[config.mk]
export PLATFORM = sky130hd
export DESIGN_NAME = hsp_port
export DESIGN_NICKNAME = d
export VERILOG_FILES = /design/src/hsp_pkg.sv /design/src/hsp_fifo.sv /design/src/hsp_port.sv
export SDC_FILE = /design/constraint.sdc
export NUM_CORES = 1
export LEC_CHECK = 0
export ABC_AREA = 1
export BUFFER_PORTS_ARGS = -buffer_cell sky130_fd_sc_hd__buf_2
export CAP_MARGIN = 0
export CORE_MARGIN = 3
export CORE_UTILIZATION = 64
export DETAILED_ROUTE_END_ITERATION = 7
export PLACE_DENSITY = 0.87
export SETUP_SLACK_MARGIN = 0.15
export SYNTH_ARGS = -nofsm -noshare
export SYNTH_HDL_FRONTEND = slang
export SYNTH_SLANG_ARGS = --single-unit
[constraint.sdc]
create_clock -name clk_sys -period 5.85 [get_ports clk_sys]
set_input_delay 0.585 -clock clk_sys [delete_from_list [all_inputs] [get_ports clk_sys]]
set_output_delay 0.585 -clock clk_sys [all_outputs]
set_load 0.005 [all_outputs]
[src/hsp_pkg.sv]
// Package with shared constants and carrier types for the host SRAM-like port.
package hsp_pkg;

  localparam int unsigned HSP_DATA_W      = 16;
  localparam int unsigned HSP_ADDR_W      = 7;
  localparam int unsigned HSP_FIFO_DEPTH  = 16;
  localparam int unsigned HSP_STRAP_W     = 4;
  localparam int unsigned HSP_CLK_NS      = 10;
  localparam int unsigned HSP_TCSH_NS     = 13;
  localparam int unsigned HSP_TCSH_CYC    = (HSP_TCSH_NS + HSP_CLK_NS - 1) / HSP_CLK_NS;
  localparam int unsigned HSP_WIDX_LSB    = 1;
  localparam int unsigned HSP_WIDX_MSB    = 2;
  localparam logic [15:0] HSP_RD_IDLE     = 16'h0000;
  localparam logic [1:0]  HSP_WIDX_RST    = 2'h0;

  // Host pin group sampled each clock.
  typedef struct packed {
    logic                  chip_select_low;
    logic                  read_strobe_low;
    logic                  write_strobe_low;
    logic                  fifo_direct_sel;
    logic [HSP_ADDR_W:1]   addr;
    logic [HSP_DATA_W-1:0] data_in;
  } hsp_pins_type;

  // Register write leaving the port when the direct select is low.
  typedef struct packed {
    logic                  valid;
    logic [HSP_ADDR_W:1]   addr;
    logic [HSP_DATA_W-1:0] data;
  } hsp_regwr_type;

endpackage : hsp_pkg

[src/hsp_fifo.sv]
// Synchronous valid/ready FIFO parameterised by width and depth.
module hsp_fifo
  import hsp_pkg::*;
#(
  parameter int unsigned WIDTH = 16,
  parameter int unsigned DEPTH = 16
)(
  input  wire logic             clk_sys,  // System clock.
  input  wire logic             rst_n,    // Asynchronous reset, active low.
  input  wire logic             in_valid, // Fill side offers a word.
  output logic                  in_ready, // FIFO has room.
  input  wire logic [WIDTH-1:0] in_data,  // Word to store.
  output logic                  out_valid,// FIFO holds a word.
  input  wire logic             out_ready,// Drain side takes the word.
  output logic [WIDTH-1:0]      out_data  // Oldest word.
);
  localparam int unsigned AW = $clog2(DEPTH);

  typedef struct packed {
    logic [AW-1:0] wr_ptr;
    logic [AW-1:0] rd_ptr;
    logic [AW:0]   count;
  } hsp_fifo_st_type;

  hsp_fifo_st_type          st_ff;
  hsp_fifo_st_type          nxt_st;
  logic [WIDTH-1:0]         mem_ff [DEPTH];
  logic                     do_push;
  logic                     do_pop;

  // Handshake terms; full and empty come from the occupancy count.
  assign in_ready  = (st_ff.count != (AW+1)'(DEPTH));
  assign out_valid = (st_ff.count != '0);
  assign out_data  = mem_ff[st_ff.rd_ptr];
  assign do_push   = in_valid && in_ready;
  assign do_pop    = out_valid && out_ready;

  // Next pointer and count values.
  always_comb
  begin
    nxt_st = st_ff;
    if (do_push)
    begin
      nxt_st.wr_ptr = (st_ff.wr_ptr == AW'(DEPTH-1)) ? '0 : st_ff.wr_ptr + 1'b1;
    end
    if (do_pop)
    begin
      nxt_st.rd_ptr = (st_ff.rd_ptr == AW'(DEPTH-1)) ? '0 : st_ff.rd_ptr + 1'b1;
    end
    nxt_st.count = st_ff.count + (AW+1)'(do_push) - (AW+1)'(do_pop);
  end

  // State register.
  always_ff @(posedge clk_sys or negedge rst_n)
  begin
    if (!rst_n)
    begin
      st_ff <= '0;
    end
    else
    begin
      st_ff <= nxt_st;
    end
  end

  // Storage array, written on a push.
  always_ff @(posedge clk_sys)
  begin
    if (do_push)
    begin
      mem_ff[st_ff.wr_ptr] <= in_data;
    end
  end
endmodule : hsp_fifo

[src/hsp_port.sv]
// Host SRAM-like port: strobe framing, direct FIFO writes and reads, strap capture.
// Behaviour
// - Read cycle spans both strobes low.
// - One write protocol for registers and FIFOs.
// - Write begins both low, ends either high.
// - Direct select writes go to transmit FIFO.
// - Direct writes use ordinary write protocol.
// - Direct select reads return receive FIFO data.
// - Direct modes keep word bits, ignore upper.
// - Direct burst reads may run unlimited.
module hsp_port
  import hsp_pkg::*;
#(
  parameter int unsigned DATA_W     = HSP_DATA_W,
  parameter int unsigned FIFO_DEPTH = HSP_FIFO_DEPTH
)(
  input  wire logic                  clk_sys,          // System clock, 100 MHz.
  input  wire logic                  rst_n,            // Asynchronous reset, active low.
  input  wire logic                  reset_pin_low,    // Host reset pin level, active low.
  input  wire logic [HSP_STRAP_W-1:0] strap_in,        // Configuration strap inputs.
  output logic [HSP_STRAP_W-1:0]     strap_q,          // Straps caught at reset release.
  input  wire logic                  chip_select_low,  // Host chip select, active low.
  input  wire logic                  read_strobe_low,  // Host read strobe, active low.
  input  wire logic                  write_strobe_low, // Host write strobe, active low.
  input  wire logic                  fifo_direct_sel,  // Direct FIFO access select.
  input  wire logic [HSP_ADDR_W:1]   addr,             // Host word address.
  input  wire logic [DATA_W-1:0]     data_in,          // Host data bus, input side.
  output logic [DATA_W-1:0]          data_out,         // Host data bus, output side.
  output logic                       data_oe,          // Drive enable for the data bus.
  output logic [1:0]                 rd_word_idx,      // Word index of the current read, direct or register.
  output logic                       reg_wr_valid,     // Register write pulse.
  output logic [HSP_ADDR_W:1]        reg_wr_addr,      // Register write address.
  output logic [DATA_W-1:0]          reg_wr_data,      // Register write data.
  output logic                       reg_rd_active,    // Non-direct read in progress.
  input  wire logic [DATA_W-1:0]     reg_rd_data,      // Register read data.
  output logic                       tx_valid,         // Transmit FIFO holds a word.
  input  wire logic                  tx_ready,         // Transmit side takes a word.
  output logic [DATA_W-1:0]          tx_data,          // Oldest transmit word.
  output logic                       tx_full,          // Transmit FIFO has no room.
  input  wire logic                  rx_valid,         // Receive data word available.
  input  wire logic [DATA_W-1:0]     rx_data,          // Receive data word.
  output logic                       rx_pop            // Receive word consumed.
);

  // All port state in one record.
  typedef struct packed {
    logic                  wr_act;
    logic                  wr_dir;
    logic [HSP_ADDR_W:1]   wr_addr;
    logic [DATA_W-1:0]     wr_data;
    logic                  rd_act;
    logic                  rd_dir;
    logic [DATA_W-1:0]     rd_q;
    logic [1:0]            widx;
    logic                  rst_seen;
    logic [HSP_STRAP_W-1:0] straps;
    logic                  rw_valid;
    logic                  tx_push;
    logic [DATA_W-1:0]     tx_word;
  } hsp_st_type;

  hsp_st_type    st_ff;
  hsp_st_type    nxt_st;
  hsp_pins_type  pins;
  logic          wr_on;
  logic          rd_on;
  logic          wr_end;
  logic          rd_start;
  logic          fifo_in_ready;

  // Word-address bits kept in direct modes; bits above are dropped.
  function automatic logic [1:0] word_idx(input logic [HSP_ADDR_W:1] a);
    word_idx = a[HSP_WIDX_MSB:HSP_WIDX_LSB];
  endfunction : word_idx

  // Pin grouping and cycle framing.
  assign pins     = '{chip_select_low, read_strobe_low, write_strobe_low, fifo_direct_sel, addr, data_in};
  assign wr_on    = !pins.chip_select_low && !pins.write_strobe_low;
  assign rd_on    = !pins.chip_select_low && !pins.read_strobe_low;
  assign wr_end   = st_ff.wr_act && !wr_on;
  assign rd_start = rd_on && !st_ff.rd_act;

  // Next-state logic for write capture, reads and strap sampling.
  always_comb
  begin
    nxt_st          = st_ff;
    nxt_st.rw_valid = 1'b0;
    nxt_st.tx_push  = st_ff.tx_push && !fifo_in_ready;
    nxt_st.wr_act   = wr_on;
    if (wr_on)
    begin
      // Data tracks the bus while asserted so the last value before release is kept.
      nxt_st.wr_data = pins.data_in;
      nxt_st.wr_addr = pins.addr;
      nxt_st.wr_dir  = pins.fifo_direct_sel;
    end
    if (wr_end)
    begin
      if (st_ff.wr_dir)
      begin
        nxt_st.tx_push = 1'b1;
        nxt_st.tx_word = st_ff.wr_data;
      end
      else
      begin
        nxt_st.rw_valid = 1'b1;
      end
    end
    nxt_st.rd_act = rd_on;
    if (rd_start)
    begin
      nxt_st.rd_dir = pins.fifo_direct_sel;
      nxt_st.widx   = word_idx(pins.addr);
      nxt_st.rd_q   = pins.fifo_direct_sel ? (rx_valid ? rx_data : DATA_W'(HSP_RD_IDLE)) : reg_rd_data;
    end
    else if (rd_on && !st_ff.rd_dir)
    begin
      nxt_st.rd_q = reg_rd_data;
    end
    // Straps follow the pins while reset is held and freeze at its release.
    nxt_st.rst_seen = reset_pin_low; // Pin level at the last edge, for the release check.
    if (!reset_pin_low)
    begin
      nxt_st.straps = strap_in;
    end
  end

  // State register.
  always_ff @(posedge clk_sys or negedge rst_n)
  begin
    if (!rst_n)
    begin
      st_ff <= '{default: '0, widx: HSP_WIDX_RST, rd_q: HSP_RD_IDLE};
    end
    else
    begin
      st_ff <= nxt_st;
    end
  end

  // Transmit buffer; a push waits while the FIFO is full.
  hsp_fifo #(
    .WIDTH (DATA_W),
    .DEPTH (FIFO_DEPTH)
  ) u_tx_fifo (
    .clk_sys   (clk_sys),
    .rst_n     (rst_n),
    .in_valid  (st_ff.tx_push),
    .in_ready  (fifo_in_ready),
    .in_data   (st_ff.tx_word),
    .out_valid (tx_valid),
    .out_ready (tx_ready),
    .out_data  (tx_data)
  );

  // Outputs; each direct read cycle with a receive word pops one word, so bursts run without limit.
  assign tx_full       = !fifo_in_ready;
  assign rx_pop        = rd_start && pins.fifo_direct_sel && rx_valid;
  assign data_out      = st_ff.rd_q;
  assign data_oe       = st_ff.rd_act;
  assign rd_word_idx   = st_ff.widx;
  assign reg_wr_valid  = st_ff.rw_valid;
  assign reg_wr_addr   = st_ff.wr_addr;
  assign reg_wr_data   = st_ff.wr_data;
  assign reg_rd_active = st_ff.rd_act && !st_ff.rd_dir;
  assign strap_q       = st_ff.straps;
endmodule : hsp_port

Word level (Yosys, flattened, before mapping)

Memories as Yosys holds them, arrays and structs flattened.
Cells that the tools add are included.

Add/sub/neg operators: 4
Equality and inequality tests: 3
Muxes and demuxes: 11
Reduce and logical (&&, ||, !) cells: 21

Operator list:

| operator                                     | number |
|---|---|
| two-way mux 16 bit                           | 4 |
| two-way mux 18 bit                           | 1 |
| two-way mux 17 bit                           | 1 |
| logical AND 1 bit                            | 11 |
| adder 4 x 1 -> 4 bit, second input constant  | 2 |
| equality test 4 bit, second input constant   | 2 |
| two-way mux 4 bit                            | 2 |
| logical NOT 1 bit                            | 7 |
| adder 5 x 1 -> 5 bit                         | 1 |
| inequality test 5 bit, second input constant | 1 |
| nonzero test 5 bit                           | 1 |
| subtractor 5 x 1 -> 5 bit                    | 1 |
| two-way mux 1 bit                            | 3 |
| AND reduction 2 bit                          | 1 |
| nonzero test 2 bit                           | 1 |

Flip-flop bits (word level): 80
Memory bits (writable): 256
Input port bits: 68
Output and inout bits: 67
Logic and storage cells: 55
Memories kept: 1

Memory list:

| memory           | words | width | rd ports | clocked after Yosys merged registers in | wr ports | RTL line       | source |
|---|---|---|---|---|---|---|---|
| u_tx_fifo.mem_ff | 16    | 16    | 1        | 0                                       | 1        | hsp_fifo.sv:27 | `logic [WIDTH-1:0] mem_ff [DEPTH];` |

Depth between registers and ports, before layout

Gate-level depths: netlist (run 1).

Depth after elaboration: 5
Gate-level depth with buffers: 15
Depth with buffers taken out: 15

Cells and area by module

From an unflattened synthesis (run 1), not the netlist that was laid out.

Cells, all modules: 1,578
Area, all modules: 15,194.6 um^2

Modules (own cells, without submodules):

| module   | times used | cells an instance | area an instance (um^2) | sequential area each (um^2) |
|---|---|---|---|---|
| hsp_fifo | 1          | 1,204             | 12,002.8                | 8,012.7 |
| hsp_port | 1          | 374               | 3,191.8                 | 1,676.6 |

Least setup slack after synthesis (run 1)

Ideal clock, no wire load.

Path kind: register -> register
Start: register u_tx_fifo.st_ff[3] in the netlist's numbering
End: register u_tx_fifo.st_ff[4] in the netlist's numbering
Setup time: 0.118 ns
Data arrival time: 2.187 ns
Required time: 5.732 ns
Path slack: 3.545 ns
Cell stages (with the launch flop): 15
Buffers on the path: 0
Period minus slack after synthesis: 2.305 ns
Cell sequence: dfrtp_1 inv_1 ha_1 nand3_1 nand2_1 inv_1 ha_1 inv_1 ha_1 inv_1 fa_1 o21ai_0 nand2_1 nand3b_1 nand2_1

RTL lines:

| what                   | RTL line       | source |
|---|---|---|
| from (decl)            | hsp_fifo.sv:25 | `hsp_fifo_st_type st_ff;` |
| from (signal assigned) | hsp_fifo.sv:62 | `st_ff <= nxt_st;` |

Worst setup path in the final report (run 1)

Start: register u_tx_fifo.st_ff[5] in the netlist's numbering
End: output port tx_data[9]

Cells in the longest elaborated chain, start to end: 1

Ends and longest elaborated chain:

| what                      | RTL line       | source |
|---|---|---|
| memory read (16 x 16 bit) | --             |  |
| to (decl)                 | hsp_port.sv:38 | `output logic [DATA_W-1:0] tx_data,` |

Every way passes these cells.

==> results by group, run 1 <==
STA
  – Final WS setup: 2.34 ns
  – Fin. Hold Viols: 0
  – Worst-Margin Slew: 1.37 ns
  – Setup_tns: 0 ns
  – Fmax: 0.285 GHz
  – Pins over their slew limit: 0
  – Final setup viols: 0
  – RSZ-0062 raised after global routing: false
  – Final worst path period share: 0.601
  – Worst Skew: 0.0262 ns
  – Max_slew headroom: 0.0852
  – Post-layout min period: 3.51 ns

Synth
  – XOR/XNOR Fraction of Synth Area: 0.00236
  – Flops & latches, synth: 336
  – Seq/Total Area, Yosys: 0.651
  – Most numerous cell in the Yosys netlist: nand2_1
  – Multiplexer share of the synthesized area: 0.00303
  – FFs w/ async S/R, synth: 0.238
  – Main combinational cell family by area after synthesis: simple AND/OR/NAND/NOR gates
  – Compound-Gate Fraction of Synth Area: 0.0154
  – Adder-cell share of the synthesized area: 0.0106
  – Most used DFF post-synth: edfxtp_1
  – Cell taking the most area after synthesis: edfxtp_1
  – Largest cells by area after synthesis: edfxtp_1 (52%), nand2_1 (16%), dfrtp_1 (13%), nand3_1 (4.1%), inv_1 (3.5%)
  – Simple-Gate Fraction of Synth Area: 0.230
  – Syn avg cell area: 9.78 um^2
  – Synthesized instance count: 1,521
  – Post-synth EDFFs: 256
  – Yosys warning count: 0
  – Cell Area, Synth: 14,900 um^2
  – Post-synth top area share: 0.517
  – Syn nets: 1,601
  – Synth top cells by count: nand2_1 (619), edfxtp_1 (256), inv_1 (139)
  – Netlist cell types: 29

Layout
  – Diodes inserted: 0
  – Net count, final: 1,684
  – Filler cells: 1,562
  – Multi-input logic area: 3890 um^2
  – Share of cells above drive strength 1: 0.132
  – Synth-to-layout area growth: 9.88%
  – FF+latch area: 9690 um^2

Clock tree
  – Worst skew pair latency: 0.51 ns
  – Htree depth: 2
  – Root buf cell: clkbuf_16
  – Setup Buffers After CTS: 0
  – Hold-fix buffers, CTS: 0
  – Clock Path Buffers: 3
  – CTS clk-pin slew, worst paths: 0.06 ns
  – CTS Buf Count: 35
  – CTS tree: done
  – CTS resizes: 0
  – Total clock sinks: 336

Routing
  – Drt pass-1 iters: 6
  – Vias: 10,600
  – Wire per inst: 18.1 um
  – First-iteration detailed-routing DRC count: 1,174
  – DR DRC count: 0
  – Final ANT Viol Nets: 0
  – Via density: 5.53
  – Total Wirelength: 34,600 um

Flow run
  – Max-capacitance violation count: 0

Worst setup path
  – CP Class: reg2out
  – CP max FO: 98
  – CP Cell Sequence: inv_4, nand2_1, nand3_1, nand2_1, nor2_1, nand2_1, nand2_1, buf_2
  – R2r endpoint: u_tx_fifo.mem_ff[0][5]
  – RR Startpoint: u_tx_fifo.st_ff[2]
  – Worst Path Required: 5.27 ns
  – R2R depth: 8
  – CP dominant cell by count: nand2_1
  – CP Launch Type: flop
  – Slowest cell on the critical path: inv_4
  – CP peak stage delay: 0.82 ns
  – CP endpoint kind: primary output
  – Reg2reg setup slack: 2.87 ns
  – Crit path DAT: 2.93 ns

Placed design
  – Final GP Congestion: 0.831
  – Post-DP HPWL: 21,300 um
  – Worst slack at placement: 2.87 ns
  – Buffers on Ports: 134

Global route
  – Largest net degree at the start of global routing: 99
  – Vias in the first global route: 10,400
  – Tot GR Track Use: 0.277
  – First-pass GRT wire length: 53,400 um
  – Initial antenna violation count: 0
  – Total grt overflow: 0

Worst hold path
  – Hold WC Path Type: in2async

Power and ir drop
  – Pwr Density: 439 nW/um^2
  – Tot Pwr: 7.17 mW
  – Peak supply drop: 271 uV
  – Lkg Pwr: 7.47 nW

Floorplanning
  – Initial core utilization: 0.655
  – Die Width: 158 um
  – Die area: 25,100 um^2
  – Core Footprint: 22,700 um^2
  – I/O pin count: 135
  – FP Rows: 55
  – Die Ht: 158 um

Run status
  – Status: complete, no violations
layout by cell type (no fill, tap or decap), drive strengths merged:
cell    synthesis  final
buf            98    157
bufinv          0      1
clkbuf         13     47
clkinv          1      9
dfrtp          80     80
edfxtp        256    256
fa              1      1
ha             11     11
inv           144    146
mux2            4      4
nand2         619    619
nand3         124    124
nand3b          1      1
nand4           1      1
nor2          118    118
nor3b           1      1
o21ai          45     45
xnor2           2      2
xor2            2      2
worst max-delay path by stage:
| stage | from | depth (start not counted) | slack, ns | to |
|---|---|---|---|---|
| after floorplan | u_tx_fifo.st_ff[3] | 14 | 3.55 | u_tx_fifo.st_ff[4] |
| after global placement | u_tx_fifo.st_ff[5] | 8 | 2.96 | tx_data[9] |
| after detailed placement | u_tx_fifo.st_ff[2] | 8 | 2.87 | u_tx_fifo.mem_ff[0][5] |
| after CTS | u_tx_fifo.st_ff[5] | 8 | 2.40 | tx_data[9] |
| after global routing | u_tx_fifo.st_ff[5] | 8 | 2.14 | tx_data[9] |
| final | u_tx_fifo.st_ff[5] | 8 | 2.34 | tx_data[9] |
per-layer routing:
| metal | track usage | part of all wire | vias up |
|---|---|---|---|
| met3 | 0.0671 | 0.11 | 75 |
| met1 | 0.364 | 0.38 | 4904 |
| met4 | 0.102 | 0.024 | 0 |
| met2 | 0.455 | 0.48 | 620 |
| met5 | 0 | 0 | - |
| li1 | - | - | 4954 |
report_power, final:
part,leakage [nW],total [mW],internal (mW),switching (mW)
registers,3.33,3.17,2.87,0.297
logic,3.64,1.99,0.638,1.35
clock network,0.497,2.01,1.16,0.856
critical path, delay by kind of cell (launching register included):
family                 cells  cell delay, ns
AND/OR/NAND/NOR            6            0.74
flip-flops                 1            0.67
buffers and inverters      2            0.95
flip-flops by register name, summed over array words and instances, names as in the netlist:
signal,cells
data_oe,1
data_out,16
rd_word_idx,2
reg_wr_addr,7
reg_wr_data,16
reg_wr_valid,1
st_ff,20
strap_q,4
u_tx_fifo.mem_ff,256
u_tx_fifo.st_ff,13
layout make-up:
cell class              instances  share of cell area
clock inverters                11             0.00490
well taps                     285              0.0218
clock buffers                  47              0.0570
inverters                     145              0.0335
repair buffers                157              0.0517
multi-input cells             929               0.238
flip-flops and latches        336               0.593
through the flow:
step | util | cells | hold WS, ns | instance area (um^2)
5_1_grt | 0.720 | 1910 | 0.267 | 16300
3_5_place_dp | 0.675 | 1852 | 0.459 | 15300
6_report | 0.720 | 1910 | 0.244 | 16300
3_3_place_gp | 0.675 | 1852 | 0.451 | 15300
2_1_floorplan | - | 1521 | 0.289 | 14900
4_1_cts | 0.720 | 1910 | 0.262 | 16300
cells by family (layout without fill, tap and decap cells):
group / count (synthesis) / after routing
AOI/OAI and AO/OA: 45 / 45
xor gates and xnor gates: 4 / 4
adders and majority gates: 12 / 12
buffers and inverters: 256 / 360
DFF: 336 / 336
muxes: 4 / 4
and+or+nand+nor: 864 / 864
(Power assumes the default switching activity.)
==> run 2, diff against run 1 <==
--- a/config.mk
+++ b/config.mk
@@ -9,9 +9,9 @@
 export BUFFER_PORTS_ARGS = -buffer_cell sky130_fd_sc_hd__buf_2
 export CAP_MARGIN = 0
 export CORE_MARGIN = 3
-export CORE_UTILIZATION = 64
+export CORE_UTILIZATION = 60
 export DETAILED_ROUTE_END_ITERATION = 7
-export PLACE_DENSITY = 0.87
+export PLACE_DENSITY = 0.82
 export SETUP_SLACK_MARGIN = 0.15
 export SYNTH_ARGS = -nofsm -noshare
 export SYNTH_HDL_FRONTEND = slang
==> constraint.sdc (replaced) <==
create_clock -name clk_sys -period 3.4 [get_ports clk_sys]
set_input_delay 0.34 -clock clk_sys [delete_from_list [all_inputs] [get_ports clk_sys]]
set_output_delay 0.34 -clock clk_sys [all_outputs]
set_load 0.005 [all_outputs]
==> results by group, run 2 (synthesized netlist as in run 1, its figures left out) <==
Run status
  – Status: finished, violations left (was complete, no violations)
  – Failing checks: negative hold slack

STA
  – Worst-Margin Slew: 1.00 ns (was 1.37 ns)
  – Worst hold margin: -0.0203 ns (was 0.244 ns)
  – Fin. Hold Viols: 3 (was 0)
  – Setup_tns: 0 ns (unchanged)
  – Post-layout min period: 2.90 ns
  – Final setup viols: 0 (unchanged)
  – Fmax: 0.345 GHz
  – Max_slew headroom: 0.331 (was 0.0852)
  – RSZ-0062 raised after global routing: false (unchanged)
  – Final WS setup: 0.501 ns (was 2.34 ns)
  – Final worst path period share: 0.853
  – Pins over their slew limit: 0 (unchanged)
  – Worst Skew: 0.0137 ns (was 0.0262 ns)

Worst setup path
  – Buf/Inv on CP: 4 (was 2)
  – CP peak stage delay: 0.56 ns (was 0.82 ns)
  – CP max FO: 18 (was 98)
  – Family with the most delay on the worst path: buffers and inverters (unchanged)
  – CP Launch Type: flop (unchanged)
  – Reg2reg setup slack: 0.77 ns (was 2.87 ns)
  – CP Cell Sequence: buf_4, inv_1, buf_4, nand3_1, nand3_1, nand2_1, nand2_1, buf_2 (was inv_4, nand2_1, nand3_1, nand2_1, nor2_1, nand2_1, nand2_1, buf_2)
  – R2r endpoint: u_tx_fifo.st_ff[4] (was u_tx_fifo.mem_ff[0][5])
  – RR Startpoint: u_tx_fifo.st_ff[3] (was u_tx_fifo.st_ff[2])
  – R2R depth: 14 (was 8)
  – CP Class: reg2out (unchanged)
  – CP endpoint kind: primary output (unchanged)
  – Crit path DAT: 2.56 ns (was 2.93 ns)
  – Number of cells on the critical path: 8 (unchanged)
  – Worst Path Required: 3.06 ns (was 5.27 ns)
  – Slowest cell on the critical path: inv_1 (was inv_4)

Power and ir drop
  – Peak supply drop: 496 uV (was 271 uV)
  – Tot Pwr: 12.5 mW (was 7.17 mW)
  – Lkg Pwr: 7.54 nW (was 7.47 nW)
  – Pwr Density: 755 nW/um^2 (was 439 nW/um^2)

Clock tree
  – CTS clk-pin slew, worst paths: 0.06 ns (about the same)
  – Worst skew pair latency: 0.51 ns (about the same)
  – CTS Buf Count: 35 (unchanged)
  – Total clock sinks: 336 (unchanged)
  – CTS tree: done (unchanged)
  – CTS resizes: 0 (unchanged)
  – Htree depth: 2 (unchanged)
  – Clock Path Buffers: 3 (unchanged)
  – Root buf cell: clkbuf_16 (unchanged)
  – Setup Buffers After CTS: 0 (unchanged)
  – Hold-fix buffers, CTS: 0 (unchanged)

Global route
  – Initial antenna violation count: 3 (was 0)
  – Vias in the first global route: 10,300 (was 10,400)
  – Tot GR Track Use: 0.259 (was 0.277)
  – Total grt overflow: 0 (unchanged)
  – First-pass GRT wire length: 53,600 um (was 53,400 um)
  – Largest net degree at the start of global routing: 164 (was 99)

Layout
  – Diodes inserted: 0 (unchanged)
  – Max FFs per register: 256 (unchanged)
  – Net count, final: 1,691 (was 1,684)
  – Top Registers: u_tx_fifo.mem_ff x256, st_ff x20 (unchanged)
  – Synth-to-layout area growth: 11.2% (was 9.88%)
  – Commonest non-fill, non-tap cell in the layout: nand2_1 (unchanged)
  – Share of cells above drive strength 1: 0.140 (was 0.132)
  – Most frequent cells in the layout: nand2_1 (619), edfxtp_1 (256), inv_1 (139) (unchanged)
  – Register with the most flip-flops: u_tx_fifo.mem_ff (unchanged)

Floorplanning
  – Initial core utilization: 0.623 (was 0.655)
  – Core Footprint: 23,900 um^2 (was 22,700 um^2)
  – Die Ht: 163 um (was 158 um)
  – I/O pin count: 135 (unchanged)
  – Die area: 26,700 um^2 (was 25,100 um^2)
  – FP Rows: 56 (was 55)
  – Die Width: 163 um (was 158 um)

Routing
  – Total Wirelength: 34,200 um (was 34,600 um)
  – First-iteration detailed-routing DRC count: 1,051 (was 1,174)
  – Drt pass-1 iters: 5 (was 6)
  – Vias: 10,400 (was 10,600)
  – DR DRC count: 0 (unchanged)
  – Via density: 5.34 (was 5.53)
  – Final ANT Viol Nets: 0 (unchanged)
  – Wire per inst: 17.5 um (was 18.1 um)

Placed design
  – Buffers on Ports: 134 (unchanged)
  – Post-DP HPWL: 20,300 um (was 21,300 um)
  – Final GP Congestion: 0.846 (was 0.831)
  – Worst slack at placement: 0.903 ns (was 2.87 ns)

Flow run
  – Max-capacitance violation count: 0 (unchanged)

Worst hold path
  – Hold WC Path Type: in2async (unchanged)
## run 2: through the flow
| stage | hold slack, ns | instance area, um^2 | cells | utilization |
|---|---|---|---|---|
| after floorplan | 0.0444 | 14900 | 1521 | - |
| after global placement | 0.452 | 15500 | 1893 | 0.648 |
| after detailed placement | 0.453 | 15500 | 1893 | 0.648 |
| after CTS | 0.0167 | 16500 | 1955 | 0.692 |
| after global routing | 0.0203 | 16500 | 1955 | 0.692 |
| final | -0.0203 | 16500 | 1955 | 0.692 |
## run 2: routing by layer
metal | vias up | share of wire | track usage
met4 | 6 | 0.033 | 0.0961
met3 | 90 | 0.11 | 0.0573
met5 | - | 0.0011 | 0
li1 | 4981 | - | -
met1 | 4827 | 0.39 | 0.344
met2 | 536 | 0.47 | 0.424
## run 2: worst reg2reg max path, stage by stage, from the launching register on
cell      delay [ns]
dfrtp_1         0.40
inv_1           0.12
ha_1            0.20
nand3_1         0.12
nand2_1         0.14
inv_1           0.12
ha_1            0.30
inv_1           0.06
ha_1            0.15
inv_1           0.06
fa_1            0.42
o21ai_0         0.20
nand2_1         0.09
nand3b_1        0.09
nand2_1         0.05
## run 2: final cells by class
cell class                      instances  area (um^2)
Sequential cell                       336         9690
Fill cell                            1732         7360
Multi-Input combinational cell        929         3910
Clock buffer                           47          963
Timing Repair Buffer                  164          936
Inverter                              145          547
Tap cell                              319          399
Clock inverter                         15         88.8
## run 2: power by group
| group | switching [mW] | internal [mW] | total [mW] |
|---|---|---|---|
| logic | 2.38 | 1.17 | 3.55 |
| clock network | 1.49 | 2.06 | 3.54 |
| registers | 0.449 | 4.94 | 5.38 |
## run 2: worst max-delay path by stage
stage / slack, ns / end / from
final: 0.50 / tx_data[10] / u_tx_fifo.st_ff[6]
after detailed placement: 0.90 / u_tx_fifo.st_ff[4] / u_tx_fifo.st_ff[3]
after CTS: 0.50 / tx_data[10] / u_tx_fifo.st_ff[6]
after global placement: 1.00 / u_tx_fifo.st_ff[4] / u_tx_fifo.st_ff[3]
after floorplan: 1.10 / u_tx_fifo.st_ff[4] / u_tx_fifo.st_ff[3]
after global routing: 0.35 / tx_data[10] / u_tx_fifo.st_ff[6]
